$ cat config.mk
export PLATFORM = sky130hd
export DESIGN_NAME = rtwbs_top
export DESIGN_NICKNAME = d
export VERILOG_FILES = /design/src/hw/rtwbs_pkg.sv /design/src/hw/rtwbs_top.sv /design/src/hw/rtwbs_edge.sv /design/src/hw/rtwbs_reload16.sv
export SDC_FILE = /design/constraint.sdc
export NUM_CORES = 1
export LEC_CHECK = 0
export BUFFER_PORTS_ARGS = -buffer_cell sky130_fd_sc_hd__buf_2
export CAP_MARGIN = 30
export CORE_ASPECT_RATIO = 1.1
export CORE_MARGIN = 2
export CORE_UTILIZATION = 45
export DETAILED_ROUTE_END_ITERATION = 8
export GPL_ROUTABILITY_DRIVEN = 0
export PLACE_DENSITY = 0.66
export SLEW_MARGIN = 20
export SYNTH_ARGS = -nofsm -noshare
export SYNTH_HDL_FRONTEND = slang
export SYNTH_HIERARCHICAL = 1
export SYNTH_SLANG_ARGS = --single-unit
export TNS_END_PERCENT = 30
$ cat constraint.sdc
create_clock -name mclk -period 2.6 [get_ports mclk]
set_input_delay 0.26 -clock mclk [delete_from_list [all_inputs] [get_ports mclk]]
set_output_delay 0.26 -clock mclk [all_outputs]
set_load 0.02 [all_outputs]
$ cat src/hw/rtwbs_pkg.sv
// Package of register addresses, field layouts and constants for the timers.
`default_nettype none
package rtwbs_pkg;
  localparam logic [7:0] ADDR_SECOND_CTRL = 8'h91;
  localparam logic [7:0] ADDR_SECOND_RELOAD_LO = 8'h92;
  localparam logic [7:0] ADDR_SECOND_RELOAD_HI = 8'h93;
  localparam logic [7:0] ADDR_FIRST_CTRL = 8'hC8;
  localparam logic [7:0] ADDR_FIRST_CAPTURE_LO = 8'hCA;
  localparam logic [7:0] ADDR_FIRST_CAPTURE_HI = 8'hCB;
  localparam logic [7:0] ADDR_FIRST_COUNT_LO = 8'hCC;
  localparam logic [7:0] ADDR_FIRST_COUNT_HI = 8'hCD;
  localparam logic [7:0] RESET_BYTE = 8'h00;
  localparam logic [15:0] COUNT_MAX = 16'hFFFF;
  localparam logic [15:0] COUNT_ZERO = 16'h0000;
  localparam logic [3:0] SLOW_LAST = 4'hB;
  localparam logic [3:0] BIT_LAST = 4'hF;
  localparam int SECOND_FLAG_BIT = 7;
  localparam int SECOND_RUN_BIT = 2;
  localparam int SECOND_DIV_BIT = 1;
  localparam logic [7:0] SECOND_CTRL_MASK = 8'h86;

  typedef struct packed {
    logic overflowFlag;
    logic externalFlag;
    logic rxClockSelect;
    logic txClockSelect;
    logic externalTriggerEnable;
    logic runControl;
    logic countSourceSelect;
    logic captureReloadSelect;
  } rtwbs_ctrl_t;

  typedef struct packed {
    logic [7:0] addr;
    logic [7:0] data;
    logic wrEn;
  } rtwbs_sfr_t;
endpackage
`default_nettype wire

$ cat src/hw/rtwbs_top.sv
// Two reload timers, the first also a serial baud-rate source.
`default_nettype none
module rtwbs_top
  import rtwbs_pkg::*;
(
  input wire logic mclk, // System clock, 250 MHz.
  input wire logic rst_n, // Asynchronous reset, active low.
  input wire rtwbs_sfr_t sfrBus, // Register address, write data, write strobe.
  output logic [7:0] sfrRdData, // Read data for last cycle's address.
  input wire logic firstClockDivideSelect, // First timer divide: 0 by 12.
  input wire logic firstIrqEnable, // First timer interrupt enable.
  input wire logic secondIrqEnable, // Second timer interrupt enable.
  input wire logic otherTimerOverflow, // Overflow pulse of the other timer.
  input wire logic externalCountPin, // Count pin, asynchronous.
  input wire logic externalTriggerPin, // Trigger pin, asynchronous.
  output logic rxShiftClock, // Receive shift-clock pulse.
  output logic txShiftClock, // Transmit shift-clock pulse.
  output logic rxBitTick, // Receive bit-rate pulse.
  output logic txBitTick, // Transmit bit-rate pulse.
  output logic firstIrq, // First timer interrupt request, level.
  output logic secondIrq // Second timer interrupt request, level.
);
  rtwbs_ctrl_t ctrl1_reg, ctrl1_next;
  logic [15:0] capture1_reg, capture1_next;
  logic [15:0] count1_reg, count1_next;
  logic [7:0] ctrl2_reg, ctrl2_next;
  logic [7:0] reloadLo2_reg, reloadLo2_next;
  logic [7:0] reloadHi2_reg, reloadHi2_next;
  logic [3:0] slowCnt_reg, slowCnt_next;
  logic half_reg, half_next;
  logic pinHalf_reg, pinHalf_next;
  logic [3:0] rxDiv_reg, rxDiv_next;
  logic [3:0] txDiv_reg, txDiv_next;
  logic rxShift_reg, rxShift_next;
  logic txShift_reg, txShift_next;
  logic rxTick_reg, rxTick_next;
  logic txTick_reg, txTick_next;
  logic irq1_reg, irq1_next;
  logic irq2_reg, irq2_next;
  logic [7:0] rdData_reg, rdData_next;
  logic countFall, triggerFall, slowTick, baudMode, reloadMode;
  logic internalStep, pinStep, step1, wrap1, trigger, step2, wrap2;
  logic [15:0] count2;

  function automatic logic wrHit(input rtwbs_sfr_t bus,
                                 input logic [7:0] addr);
    return bus.wrEn && (bus.addr == addr);
  endfunction

  function automatic logic [3:0] stepDiv(input logic [3:0] cnt,
                                         input logic pulse);
    return pulse ? cnt + 4'h1 : cnt;
  endfunction

  rtwbs_edge #(.STAGES(2)) countEdge (
    .mclk(mclk),
    .rst_n(rst_n),
    .pin(externalCountPin),
    .fall(countFall)
  );

  rtwbs_edge #(.STAGES(2)) triggerEdge (
    .mclk(mclk),
    .rst_n(rst_n),
    .pin(externalTriggerPin),
    .fall(triggerFall)
  );

  // The second timer has no pin input at all.
  rtwbs_reload16 #(.WIDTH(16)) secondTimer (
    .mclk(mclk),
    .rst_n(rst_n),
    .step(step2),
    .reloadValue({reloadHi2_reg, reloadLo2_reg}),
    .count(count2),
    .wrap(wrap2)
  );

  // Shared prescaler: one divide-by-twelve tick and a divide-by-two phase.
  always_comb
  begin
    slowTick = (slowCnt_reg == SLOW_LAST);
    slowCnt_next = slowTick ? 4'h0 : slowCnt_reg + 4'h1;
    half_next = !half_reg;
  end

  always_ff @(posedge mclk or negedge rst_n)
  begin
    if (!rst_n)
    begin
      slowCnt_reg <= 4'h0;
      half_reg <= 1'b0;
    end
    else
    begin
      slowCnt_reg <= slowCnt_next;
      half_reg <= half_next;
    end
  end

  // First timer: count source, overflow, capture and reload.
  always_comb
  begin
    baudMode = ctrl1_reg.rxClockSelect || ctrl1_reg.txClockSelect;
    reloadMode = baudMode || !ctrl1_reg.captureReloadSelect;
    if (baudMode)
      internalStep = half_reg;
    else
      internalStep = firstClockDivideSelect || slowTick;
    // In baud mode every second pin edge counts, so the pin rate is
    // divided by 32 overall once the serial side divides by 16.
    pinHalf_next = pinHalf_reg;
    if (baudMode && ctrl1_reg.countSourceSelect && countFall)
      pinHalf_next = !pinHalf_reg;
    pinStep = countFall && (!baudMode || pinHalf_reg);
    step1 = ctrl1_reg.runControl &&
      (ctrl1_reg.countSourceSelect ? pinStep : internalStep);
    wrap1 = step1 && (count1_reg == COUNT_MAX);
    trigger = ctrl1_reg.externalTriggerEnable && triggerFall;

    count1_next = count1_reg;
    if (wrap1)
      count1_next = reloadMode ? capture1_reg : COUNT_ZERO;
    else if (step1)
      count1_next = count1_reg + 16'h0001;
    if (trigger && !baudMode && !ctrl1_reg.captureReloadSelect)
      count1_next = capture1_reg;
    if (wrHit(sfrBus, ADDR_FIRST_COUNT_LO))
      count1_next[7:0] = sfrBus.data;
    if (wrHit(sfrBus, ADDR_FIRST_COUNT_HI))
      count1_next[15:8] = sfrBus.data;

    capture1_next = capture1_reg;
    if (wrHit(sfrBus, ADDR_FIRST_CAPTURE_LO))
      capture1_next[7:0] = sfrBus.data;
    if (wrHit(sfrBus, ADDR_FIRST_CAPTURE_HI))
      capture1_next[15:8] = sfrBus.data;
    // A hardware capture beats a software write in the same cycle.
    if (trigger && !baudMode && ctrl1_reg.captureReloadSelect)
      capture1_next = count1_reg;

    ctrl1_next = ctrl1_reg;
    if (wrHit(sfrBus, ADDR_FIRST_CTRL))
      ctrl1_next = rtwbs_ctrl_t'(sfrBus.data);
    // Flags set by hardware win over a clearing write.
    if (wrap1 && !baudMode)
      ctrl1_next.overflowFlag = 1'b1;
    if (trigger)
      ctrl1_next.externalFlag = 1'b1;
  end

  always_ff @(posedge mclk or negedge rst_n)
  begin
    if (!rst_n)
    begin
      ctrl1_reg <= rtwbs_ctrl_t'(RESET_BYTE);
      capture1_reg <= COUNT_ZERO;
      count1_reg <= COUNT_ZERO;
      pinHalf_reg <= 1'b0;
    end
    else
    begin
      ctrl1_reg <= ctrl1_next;
      capture1_reg <= capture1_next;
      count1_reg <= count1_next;
      pinHalf_reg <= pinHalf_next;
    end
  end

  // Serial shift clocks and the divide-by-sixteen bit ticks.
  always_comb
  begin
    rxShift_next = ctrl1_reg.rxClockSelect ?
      (wrap1 && baudMode) : otherTimerOverflow;
    txShift_next = ctrl1_reg.txClockSelect ?
      (wrap1 && baudMode) : otherTimerOverflow;
    rxDiv_next = stepDiv(rxDiv_reg, rxShift_next);
    txDiv_next = stepDiv(txDiv_reg, txShift_next);
    rxTick_next = rxShift_next && (rxDiv_reg == BIT_LAST);
    txTick_next = txShift_next && (txDiv_reg == BIT_LAST);
  end

  always_ff @(posedge mclk or negedge rst_n)
  begin
    if (!rst_n)
    begin
      rxShift_reg <= 1'b0;
      txShift_reg <= 1'b0;
      rxDiv_reg <= 4'h0;
      txDiv_reg <= 4'h0;
      rxTick_reg <= 1'b0;
      txTick_reg <= 1'b0;
    end
    else
    begin
      rxShift_reg <= rxShift_next;
      txShift_reg <= txShift_next;
      rxDiv_reg <= rxDiv_next;
      txDiv_reg <= txDiv_next;
      rxTick_reg <= rxTick_next;
      txTick_reg <= txTick_next;
    end
  end

  // Second timer control and reload bytes.
  always_comb
  begin
    step2 = ctrl2_reg[SECOND_RUN_BIT] &&
      (ctrl2_reg[SECOND_DIV_BIT] || slowTick);
    ctrl2_next = ctrl2_reg;
    if (wrHit(sfrBus, ADDR_SECOND_CTRL))
      ctrl2_next = sfrBus.data & SECOND_CTRL_MASK;
    if (wrap2)
      ctrl2_next[SECOND_FLAG_BIT] = 1'b1;
    reloadLo2_next = reloadLo2_reg;
    if (wrHit(sfrBus, ADDR_SECOND_RELOAD_LO))
      reloadLo2_next = sfrBus.data;
    reloadHi2_next = reloadHi2_reg;
    if (wrHit(sfrBus, ADDR_SECOND_RELOAD_HI))
      reloadHi2_next = sfrBus.data;
  end

  always_ff @(posedge mclk or negedge rst_n)
  begin
    if (!rst_n)
    begin
      ctrl2_reg <= RESET_BYTE;
      reloadLo2_reg <= RESET_BYTE;
      reloadHi2_reg <= RESET_BYTE;
    end
    else
    begin
      ctrl2_reg <= ctrl2_next;
      reloadLo2_reg <= reloadLo2_next;
      reloadHi2_reg <= reloadHi2_next;
    end
  end

  // Interrupt requests and register read-back.
  always_comb
  begin
    irq1_next = firstIrqEnable &&
      (ctrl1_reg.overflowFlag || ctrl1_reg.externalFlag);
    irq2_next = secondIrqEnable && ctrl2_reg[SECOND_FLAG_BIT];
    case (sfrBus.addr)
      ADDR_SECOND_CTRL: rdData_next = ctrl2_reg;
      ADDR_SECOND_RELOAD_LO: rdData_next = reloadLo2_reg;
      ADDR_SECOND_RELOAD_HI: rdData_next = reloadHi2_reg;
      ADDR_FIRST_CTRL: rdData_next = ctrl1_reg;
      ADDR_FIRST_CAPTURE_LO: rdData_next = capture1_reg[7:0];
      ADDR_FIRST_CAPTURE_HI: rdData_next = capture1_reg[15:8];
      ADDR_FIRST_COUNT_LO: rdData_next = count1_reg[7:0];
      ADDR_FIRST_COUNT_HI: rdData_next = count1_reg[15:8];
      default: rdData_next = RESET_BYTE;
    endcase
  end

  always_ff @(posedge mclk or negedge rst_n)
  begin
    if (!rst_n)
    begin
      irq1_reg <= 1'b0;
      irq2_reg <= 1'b0;
      rdData_reg <= RESET_BYTE;
    end
    else
    begin
      irq1_reg <= irq1_next;
      irq2_reg <= irq2_next;
      rdData_reg <= rdData_next;
    end
  end

  assign sfrRdData = rdData_reg;
  assign rxShiftClock = rxShift_reg;
  assign txShiftClock = txShift_reg;
  assign rxBitTick = rxTick_reg;
  assign txBitTick = txTick_reg;
  assign firstIrq = irq1_reg;
  assign secondIrq = irq2_reg;
endmodule
`default_nettype wire

$ cat src/hw/rtwbs_edge.sv
// Pin synchroniser with a one-cycle falling-edge pulse.
`default_nettype none
module rtwbs_edge #(
  parameter int STAGES = 2
) (
  input wire logic mclk, // System clock.
  input wire logic rst_n, // Asynchronous reset, active low.
  input wire logic pin, // Raw pin from outside the clock domain.
  output logic fall // One-cycle pulse on a high-to-low transition.
);
  logic [STAGES-1:0] sync_reg;
  logic prev_reg;

  initial
  begin
    if (STAGES < 2)
      $error("rtwbs_edge needs at least two synchroniser stages.");
  end

  // Only the last stage feeds the edge compare, never the first.
  always_ff @(posedge mclk or negedge rst_n)
  begin
    if (!rst_n)
    begin
      sync_reg <= '1;
      prev_reg <= 1'b1;
    end
    else
    begin
      sync_reg <= {sync_reg[STAGES-2:0], pin};
      prev_reg <= sync_reg[STAGES-1];
    end
  end

  assign fall = prev_reg && !sync_reg[STAGES-1];
endmodule
`default_nettype wire

$ cat src/hw/rtwbs_reload16.sv
// Auto-reload up-counter used by the second timer.
`default_nettype none
module rtwbs_reload16
  import rtwbs_pkg::*;
#(
  parameter int WIDTH = 16
) (
  input wire logic mclk, // System clock.
  input wire logic rst_n, // Asynchronous reset, active low.
  input wire logic step, // Count enable for this cycle.
  input wire logic [WIDTH-1:0] reloadValue, // Value loaded on overflow.
  output logic [WIDTH-1:0] count, // Current count.
  output logic wrap // Pulse when the count rolls over.
);
  logic [WIDTH-1:0] count_reg, count_next;

  initial
  begin
    if (WIDTH != 16)
      $error("rtwbs_reload16 supports only a 16-bit count.");
  end

  always_comb
  begin
    wrap = step && (count_reg == COUNT_MAX);
    count_next = count_reg;
    if (wrap)
      count_next = reloadValue;
    else if (step)
      count_next = count_reg + 16'h0001;
  end

  always_ff @(posedge mclk or negedge rst_n)
  begin
    if (!rst_n)
      count_reg <= COUNT_ZERO;
    else
      count_reg <= count_next;
  end

  assign count = count_reg;
endmodule
`default_nettype wire

# Word-level counts from Yosys, hierarchy flattened
# Cells that the tools add are included.
# totals
input_bits,25
out_inout_bits,14
regBits,109
# op_classes
n_mux,22
addsub,5
reduce_logical,47
eq_ne,13
# op_table
cell,count
$mux W16,7
$eq A8 B8 Y1 const B,8
$pmux W8 S8,1
$mux W8,6
$add A16 B1 Y16 const B,2
$eq A16 B16 Y1 const B,2
$logic_and A1 B1 Y1,27
$add A4 B1 Y4 const B,3
$eq A4 B4 Y1 const B,3
$reduce_bool A2 Y1,6
$reduce_bool A4 Y1,2
$mux W1,7
$logic_not A1 Y1,6
$logic_or A1 B1 Y1,6
$mux W4,1

# Depth between registers and ports, before layout
# Gate-level depths: netlist (run 1).
# logic_depth
depth_word,10
ltp_mapped,9

# Cells and area by module
# Netlist (run 1), hierarchy kept.
# modules_own_cells
module,n_inst,cells_each,seq_area_each_um2,area_each_um2
rtwbs_top,1,464,2177.1,4603.2
rtwbs_reload16,1,93,400.4,890.9
rtwbs_edge,2,4,78.8,92.6

# Worst setup path before layout (run 1)
# No wires, ideal clock.
# synth_timing
path_kind,register to register
startpoint,register slowCnt_reg[0]
endpoint,"register secondTimer.count_reg[1], in the netlist secondTimer/count[1]"
arrival_time_ps,2206
path_stages_with_launch,9
period_less_slack_ps,2332
n_path_buf,1
slack_ps,268
setup_ps,126
path_cell_list,dfrtp_1 > ha_1 > and3b_1 > o21a_1 > nand4_2 > or4_4 > buf_6 > and3_4 > a221o_1
# synth_between
elab_chain_cells,5
# synth_rtl
element,line,rtl
from (decl),rtwbs_top.sv:29,"logic [3:0] slowCnt_reg, slowCnt_next;"
from (signal assigned),rtwbs_top.sv:96,slowCnt_reg <= slowCnt_next;
$eq A4 B4 Y1 (*),rtwbs_top.sv:82,slowTick = (slowCnt_reg == SLOW_LAST);
$logic_or A1 B1 Y1 (*),rtwbs_top.sv:209,(ctrl2_reg[SECOND_DIV_BIT] || slowTick);
$logic_and A1 B1 Y1 (*),rtwbs_top.sv:208,step2 = ctrl2_reg[SECOND_RUN_BIT] &&
named net step2,rtwbs_top.sv:42,"logic internalStep, pinStep, step1, wrap1, trigger, step2, wrap2;"
$logic_and A1 B1 Y1,rtwbs_reload16.sv:25,wrap = step && (count_reg == COUNT_MAX);
$mux W16 / $reduce_bool A2 Y1 (equally long branches),--,
to (signal assigned),rtwbs_reload16.sv:38,count_reg <= count_next;
to (decl),rtwbs_reload16.sv:15,"logic [WIDTH-1:0] count_reg, count_next;"
# The timed path passes the listed nets; every way through them passes the cells marked *.
# A chain may end at the register's enable or synchronous reset.

# Final worst setup path (run 1)
# layout_timing
startpoint,register count1_reg[1]
endpoint,register txDiv_reg[1]
# layout_between
elab_chain_cells,4
# layout_rtl
element,line,rtl
from (decl),rtwbs_top.sv:25,"logic [15:0] count1_reg, count1_next;"
from (signal assigned),rtwbs_top.sv:165,count1_reg <= count1_next;
$eq A16 B16 Y1,rtwbs_top.sv:118,wrap1 = step1 && (count1_reg == COUNT_MAX);
$logic_and A1 B1 Y1,rtwbs_top.sv:118,
$logic_and A1 B1 Y1,rtwbs_top.sv:176,(wrap1 && baudMode) : otherTimerOverflow;
$mux W1,rtwbs_top.sv:175,txShift_next = ctrl1_reg.txClockSelect ?
named net txShift_next,rtwbs_top.sv:35,"logic txShift_reg, txShift_next;"
to (signal assigned),rtwbs_top.sv:199,txDiv_reg <= txDiv_next;
to (decl),rtwbs_top.sv:33,"logic [3:0] txDiv_reg, txDiv_next;"
# The timed path passes the listed nets, and every way through them passes these cells.

==> results.py, run 1 <==
metrics = {
    "die": {
        "core_area_sq_mm": 0.0125,
        "die_h_um": 122,
        "dieWidth_um": 111,
        "die_area_sq_mm": 0.0135,
        "io_pins": 39,
        "start_util_pct": 45.5,
        "rows": 43,
    },
    "grt": {
        "grt_pass1_wl_um": 26000,
        "grt_usage_pct": 24.7,
        "grt_max_degree": 44,
        "grt_pass1_vias": 4702,
        "grt-ovfl-total": 0,
        "antenna_found_initial": 0,
    },
    "logic_synthesis": {
        "syn-instance-count": 565,
        "yosys.cell_types.count": 67,
        "synth_async_sr_flop_share_pct": 100,
        "syn_area_sq_mm": 0.00568,
        "synth_nets": 595,
        "ys_warn_count": 6,
        "syn_avg_cell_area_sq_um": 10.1,
        "yosysSeqAreaShare_pct": 48.2,
        "synth_ff_type": "dfrtp_1",
        "synth_seq_cells": 109,
        "synth_edf_count": 0,
    },
    "clock_tree": {
        "cts_buffer_depth": 2,
        "clock_sinks": 109,
        "cts_resized": 0,
        "clock_latency_ps": 350,
        "htreeDepth": 3,
        "cts_hold_buffers": 3,
        "post_cts_buffers": 0,
        "numCtsBuffers": 9,
        "cts_tree": "built",
        "clkTransAtPathRegs_ps": 70,
        "root_buffer": "clkbuf_16",
    },
    "critical_path": {
        "r2r_cells": 7,
        "arrival_ps": 2710,
        "startpoint": "count1_reg[1]$_DFFE_PN0P_",
        "r2r-start": "count1_reg[1]$_DFFE_PN0P_",
        "crit_fanout": 6,
        "reg2reg_setup_slack_ps": 130,
        "start_kind": "register",
        "worstPathRequired_ps": 2840,
        "path_class": "reg2reg",
        "end_kind": "register",
        "r2r_end": "txDiv_reg[1]$_DFFE_PN0P_",
    },
    "worst_hold_path": {
        "min_path_type": "in2reg",
        "whs_endpoint": "firstIrq$_DFF_PN0_",
        "hold_depth": 2,
        "hold_start": "firstIrqEnable",
    },
    "timing": {
        "grt_setup_unrepaired": "false",
        "clock_skew_ps": 5.88,
        "finalCritPeriodShare_pct": 94.9,
        "worstMarginPinSlew_ps": 638,
        "final_max_slew_viol_count": 0,
        "relSlewSlack_pct": 57.3,
        "max_freq_ghz": 0.405,
        "fin_setup_tns_ps": 0,
        "min_period_ps": 2470,
        "setup_viol": 0,
        "hold_viol": 0,
    },
    "final_layout": {
        "drive_above_1_share_pct": 22.9,
        "ff_latch_area_sq_mm": 0.00274,
        "multi_input_area_sq_mm": 0.00278,
        "antenna_cells": 0,
        "stdcell_area_sq_mm": 0.00656,
        "nets": 654,
        "fillers": 1143,
        "syn_to_final_growth_pct": 15.4,
        "final_cell_mix": "103 x dfrtp_1, 59 x nand2_1, 53 x nor2_1",
        "final_common_cell": "dfrtp_1",
    },
    "drt": {
        "wirelength_um": 16200,
        "via_per_inst": 6.25,
        "ant_nets": 0,
        "drtIter0Drc": 655,
        "wl_per_cell_um": 20.7,
        "route.detailed.drc": 0,
        "dr_total_vias": 4909,
        "first_pass_iters": 7,
    },
    "power": {
        "leakage_uw": 0.00296,
        "power_density_mw_per_mm2": 698,
        "ir_drop_mv": 0.353,
    },
    "flow_run": {
        "maxCapViolCount": 0,
    },
    "placed_design": {
        "placed_area_sq_mm": 0.00622,
        "hpwl_um": 11500,
        "numPortBuffers": 38,
    },
    "outcome": {
        "outcome": "complete, no violations",
    },
}
[cells by family (layout without fill, tap and decap cells)]
group	count (synthesis)	count (layout)	share of synthesized area (%)
AOI/OAI and AO/OA	117	117	14.4
adders and majority gates	5	5	1.10
DFF	109	109	48.2
xor gates and xnor gates	17	17	2.62
muxes	54	54	10.2
buffers and inverters	39	103	2.95
and+or+nand+nor	224	224	20.6
[critical path, stage by stage, from the launching register on]
cell and delay (ps):
dfrtp_1 450, ha_1 250, nand3_1 120, or4_1 570, nor3_4 280, mux2i_1 220
inv_2 130, mux2_2 340
[routing by layer]
metal	part of all wire, %	global-route usage [%]
met5	0	0
met4	3.4	9.41
met3	8.9	4.03
met2	46	39.3
met1	41	34.4
[report_power, final]
group	internal, uW	total (uW)	switching [uW]
logic	452	1010	562
clock network	763	1430	670
registers	1920	2130	212
[cell type report]
type / instances / area share [%]
clock buffers: 9 / 3.44
clock inverters: 7 / 1.26
inverters: 11 / 0.630
multi-input cells: 417 / 42.4
flip-flops and latches: 109 / 41.7
well taps: 157 / 3.00
repair buffers: 76 / 7.60
[cell usage after synthesis (6+ instances only)]
library cell  number  share of area [%]
a221oi_1           7                1.1
dfrtp_1          103                 45
mux2_2            32                6.3
dfstp_2            6                2.8
and3_1             7               0.77
nand2_1           59                3.9
a21oi_1           28                2.5
nand3_1           26                2.3
a22oi_1            8                1.1
nor4_1             7               0.77
xnor2_1           15                2.3
a31oi_1           11                1.2
mux2i_1           22                3.9
inv_1              8               0.53
o21ai_0           16                1.4
nand4_1           17                1.9
nor2_1            53                3.5
o22ai_1            7               0.77
nand2b_1           7               0.77
nor3_1            15                1.3
clkbuf_1          20                1.3
[stage by stage]
stage	power, uW	setup WS (ps)	util (%)	hold WS, ps	instances
after floorplan	2720	268	-	-35.6	565
after global placement	3090	292	49.8	293	767
after detailed placement	3130	146	49.8	305	767
after CTS	4580	130	52.5	109	786
after global routing	4780	31.7	52.5	121	786
final	4580	132	52.5	114	786
[worst max-delay path by stage]
stage / endpoint / slack, ps / depth (start not counted)
6_report: txDiv_reg[1]$_DFFE_PN0P_ / 130 / 7
2_1_floorplan: secondTimer/count[1]$_DFFE_PN0P_ / 270 / 8
4_1_cts: txDiv_reg[1]$_DFFE_PN0P_ / 130 / 7
3_3_place_gp: rxDiv_reg[1]$_DFFE_PN0P_ / 290 / 7
5_1_grt: txDiv_reg[1]$_DFFE_PN0P_ / 30 / 7
3_5_place_dp: txDiv_reg[1]$_DFFE_PN0P_ / 150 / 7
No activity file was read; power rests on OpenSTA's default activity.
==> run 2, diff against run 1 <==
- PLACE_DENSITY: 0.66 -> unset
- clock period: 2.6 -> 3.1 ns (I/O delays scaled with it)
==> run 2 against run 1 <==
Effect of this change:
- design area fell by 3.1%
- hold slack worse by 63 ps
- clock skew rose by 2.5 ps
- global-route usage shrank 0.78 points
- critical endpoint is now count1_reg[14]$_DFFE_PN0P_
- largest power group unchanged
- highest routed layer unchanged
==> results.py, run 2 (synthesized netlist as in run 1, its figures left out) <==
metrics = {
    "final_layout": {
        "fin_cells": 761,
        "fillers": 1160,
        "syn_to_final_growth_pct": 11.8,
        "final_common_cell": "dfrtp_1",
        "nets": 629,
        "final_cell_mix": "103 x dfrtp_1, 59 x nand2_1, 53 x nor2_1",
        "antenna_cells": 0,
        "drive_above_1_share_pct": 19.7,
    },
    "clock_tree": {
        "htreeDepth": 3,
        "numCtsBuffers": 9,
        "clock_latency_ps": 360,
        "clkTransAtPathRegs_ps": 70,
        "cts_buffer_depth": 2,
        "post_cts_buffers": 0,
        "root_buffer": "clkbuf_16",
        "clock_sinks": 109,
        "cts_hold_buffers": 1,
        "cts_resized": 0,
        "cts_tree": "built",
    },
    "power": {
        "ir_drop_mv": 0.344,
        "leakage_uw": 0.00284,
        "power_density_mw_per_mm2": 578,
    },
    "grt": {
        "grt_max_degree": 63,
        "grt-ovfl-total": 0,
        "grt_pass1_wl_um": 25100,
        "antenna_found_initial": 0,
        "grt_usage_pct": 23.9,
        "grt_pass1_vias": 4582,
    },
    "die": {
        "dieWidth_um": 111,
        "start_util_pct": 45.5,
        "die_h_um": 122,
        "io_pins": 39,
        "rows": 43,
        "core_area_sq_mm": 0.0125,
        "die_area_sq_mm": 0.0135,
    },
    "timing": {
        "fin_setup_tns_ps": 0,
        "final_max_slew_viol_count": 0,
        "min_period_ps": 2640,
        "max_freq_ghz": 0.379,
        "hold_viol": 0,
        "relSlewSlack_pct": 38.0,
        "grt_setup_unrepaired": "false",
        "clock_skew_ps": 8.35,
        "setup_viol": 0,
        "finalCritPeriodShare_pct": 85.1,
        "worstMarginPinSlew_ps": 923,
    },
    "outcome": {
        "outcome": "complete, no violations",
    },
    "critical_path": {
        "cp_top_family": "compound AO/OA/AOI/OAI gates",
        "startpoint": "ctrl1_reg[4]$_DFFE_PN0N_",
        "worstPathRequired_ps": 3330,
        "slowest_delay_ps": 690,
        "start_kind": "register",
        "r2r_end": "count1_reg[14]$_DFFE_PN0P_",
        "worstPathCellList": "nor2_1 -> o221ai_4 -> o21ai_0 -> nand2_1 -> a221oi_1 -> nor3_1",
        "reg2reg_setup_slack_ps": 460,
        "r2r_cells": 6,
        "end_kind": "register",
        "path_buf_inv": 0,
        "r2r-start": "ctrl1_reg[4]$_DFFE_PN0N_",
        "path_class": "reg2reg",
        "crit_fanout": 8,
        "arrival_ps": 2870,
        "timing.critical_path.slowest_stage_cell": "o21ai_0",
    },
    "drt": {
        "wirelength_um": 15500,
        "dr_total_vias": 4723,
        "route.detailed.drc": 0,
        "first_pass_iters": 5,
        "wl_per_cell_um": 20.4,
        "via_per_inst": 6.21,
        "drtIter0Drc": 433,
        "ant_nets": 0,
    },
    "worst_hold_path": {
        "hold_start": "externalCountPin",
        "min_path_type": "in2reg",
        "hold_depth": 1,
        "whs_endpoint": "countEdge/sync_reg[0]$_DFF_PN1_",
    },
    "placed_design": {
        "dp.cells": 744,
        "hpwl_um": 11300,
        "numPortBuffers": 38,
    },
    "flow_run": {
        "maxCapViolCount": 0,
    },
}
## run 2: changes by cell type in the layout (fill, tap and decap cells not counted), sizes merged
cell and change:
buf -23, dlygate4sd3 -2, clkinvlp -1, clkbuf +3, inv -2
## run 2: how the worst max path moves through the flow
stage                                        to  slack (ps)  depth (start not counted)
2_1_floorplan  secondTimer/count[1]$_DFFE_PN0P_         770                          8
3_3_place_gp           rxDiv_reg[1]$_DFFE_PN0P_         600                          7
3_5_place_dp         count1_reg[14]$_DFFE_PN0P_         460                          6
4_1_cts              count1_reg[14]$_DFFE_PN0P_         450                          6
5_1_grt              count1_reg[14]$_DFFE_PN0P_         200                          6
6_report             count1_reg[14]$_DFFE_PN0P_         460                          6
## run 2: final cells by class
cell class	count	area, sq um	share of cell area (%)
multi-input combinational	417	2780	43.7
tap	157	196	3.09
clock buffer	12	246	3.88
timing repair buffer	51	305	4.81
clock inverter	4	48.8	0.768
inverter	11	41.3	0.650
sequential	109	2740	43.1
## run 2: per-stage QoR
step	util [%]	hold WS [ps]	worst slack, ps	cell area [sq um]	power, uW
after global routing	50.9	33.4	202	6350	3850
after global placement	48.4	346	597	6040	2490
after detailed placement	48.4	350	458	6040	2510
final	50.9	51.1	461	6350	3670
after CTS	50.9	36.3	447	6350	3680
after floorplan	-	14.4	768	5680	2280
## run 2: metal layers
metal	vias up	part of all wire, %	global-route usage, %
li1	2152	-	-
met1	2344	44	32.7
met2	189	47	37.5
met3	38	5.7	3.93
met4	0	3.8	11.7
met5	-	0	0
## run 2: report_power, final
group / switching (uW) / internal, uW
Sequential: 289 / 1610
Combinational: 306 / 299
Clock: 518 / 648
Total: 1110 / 2550
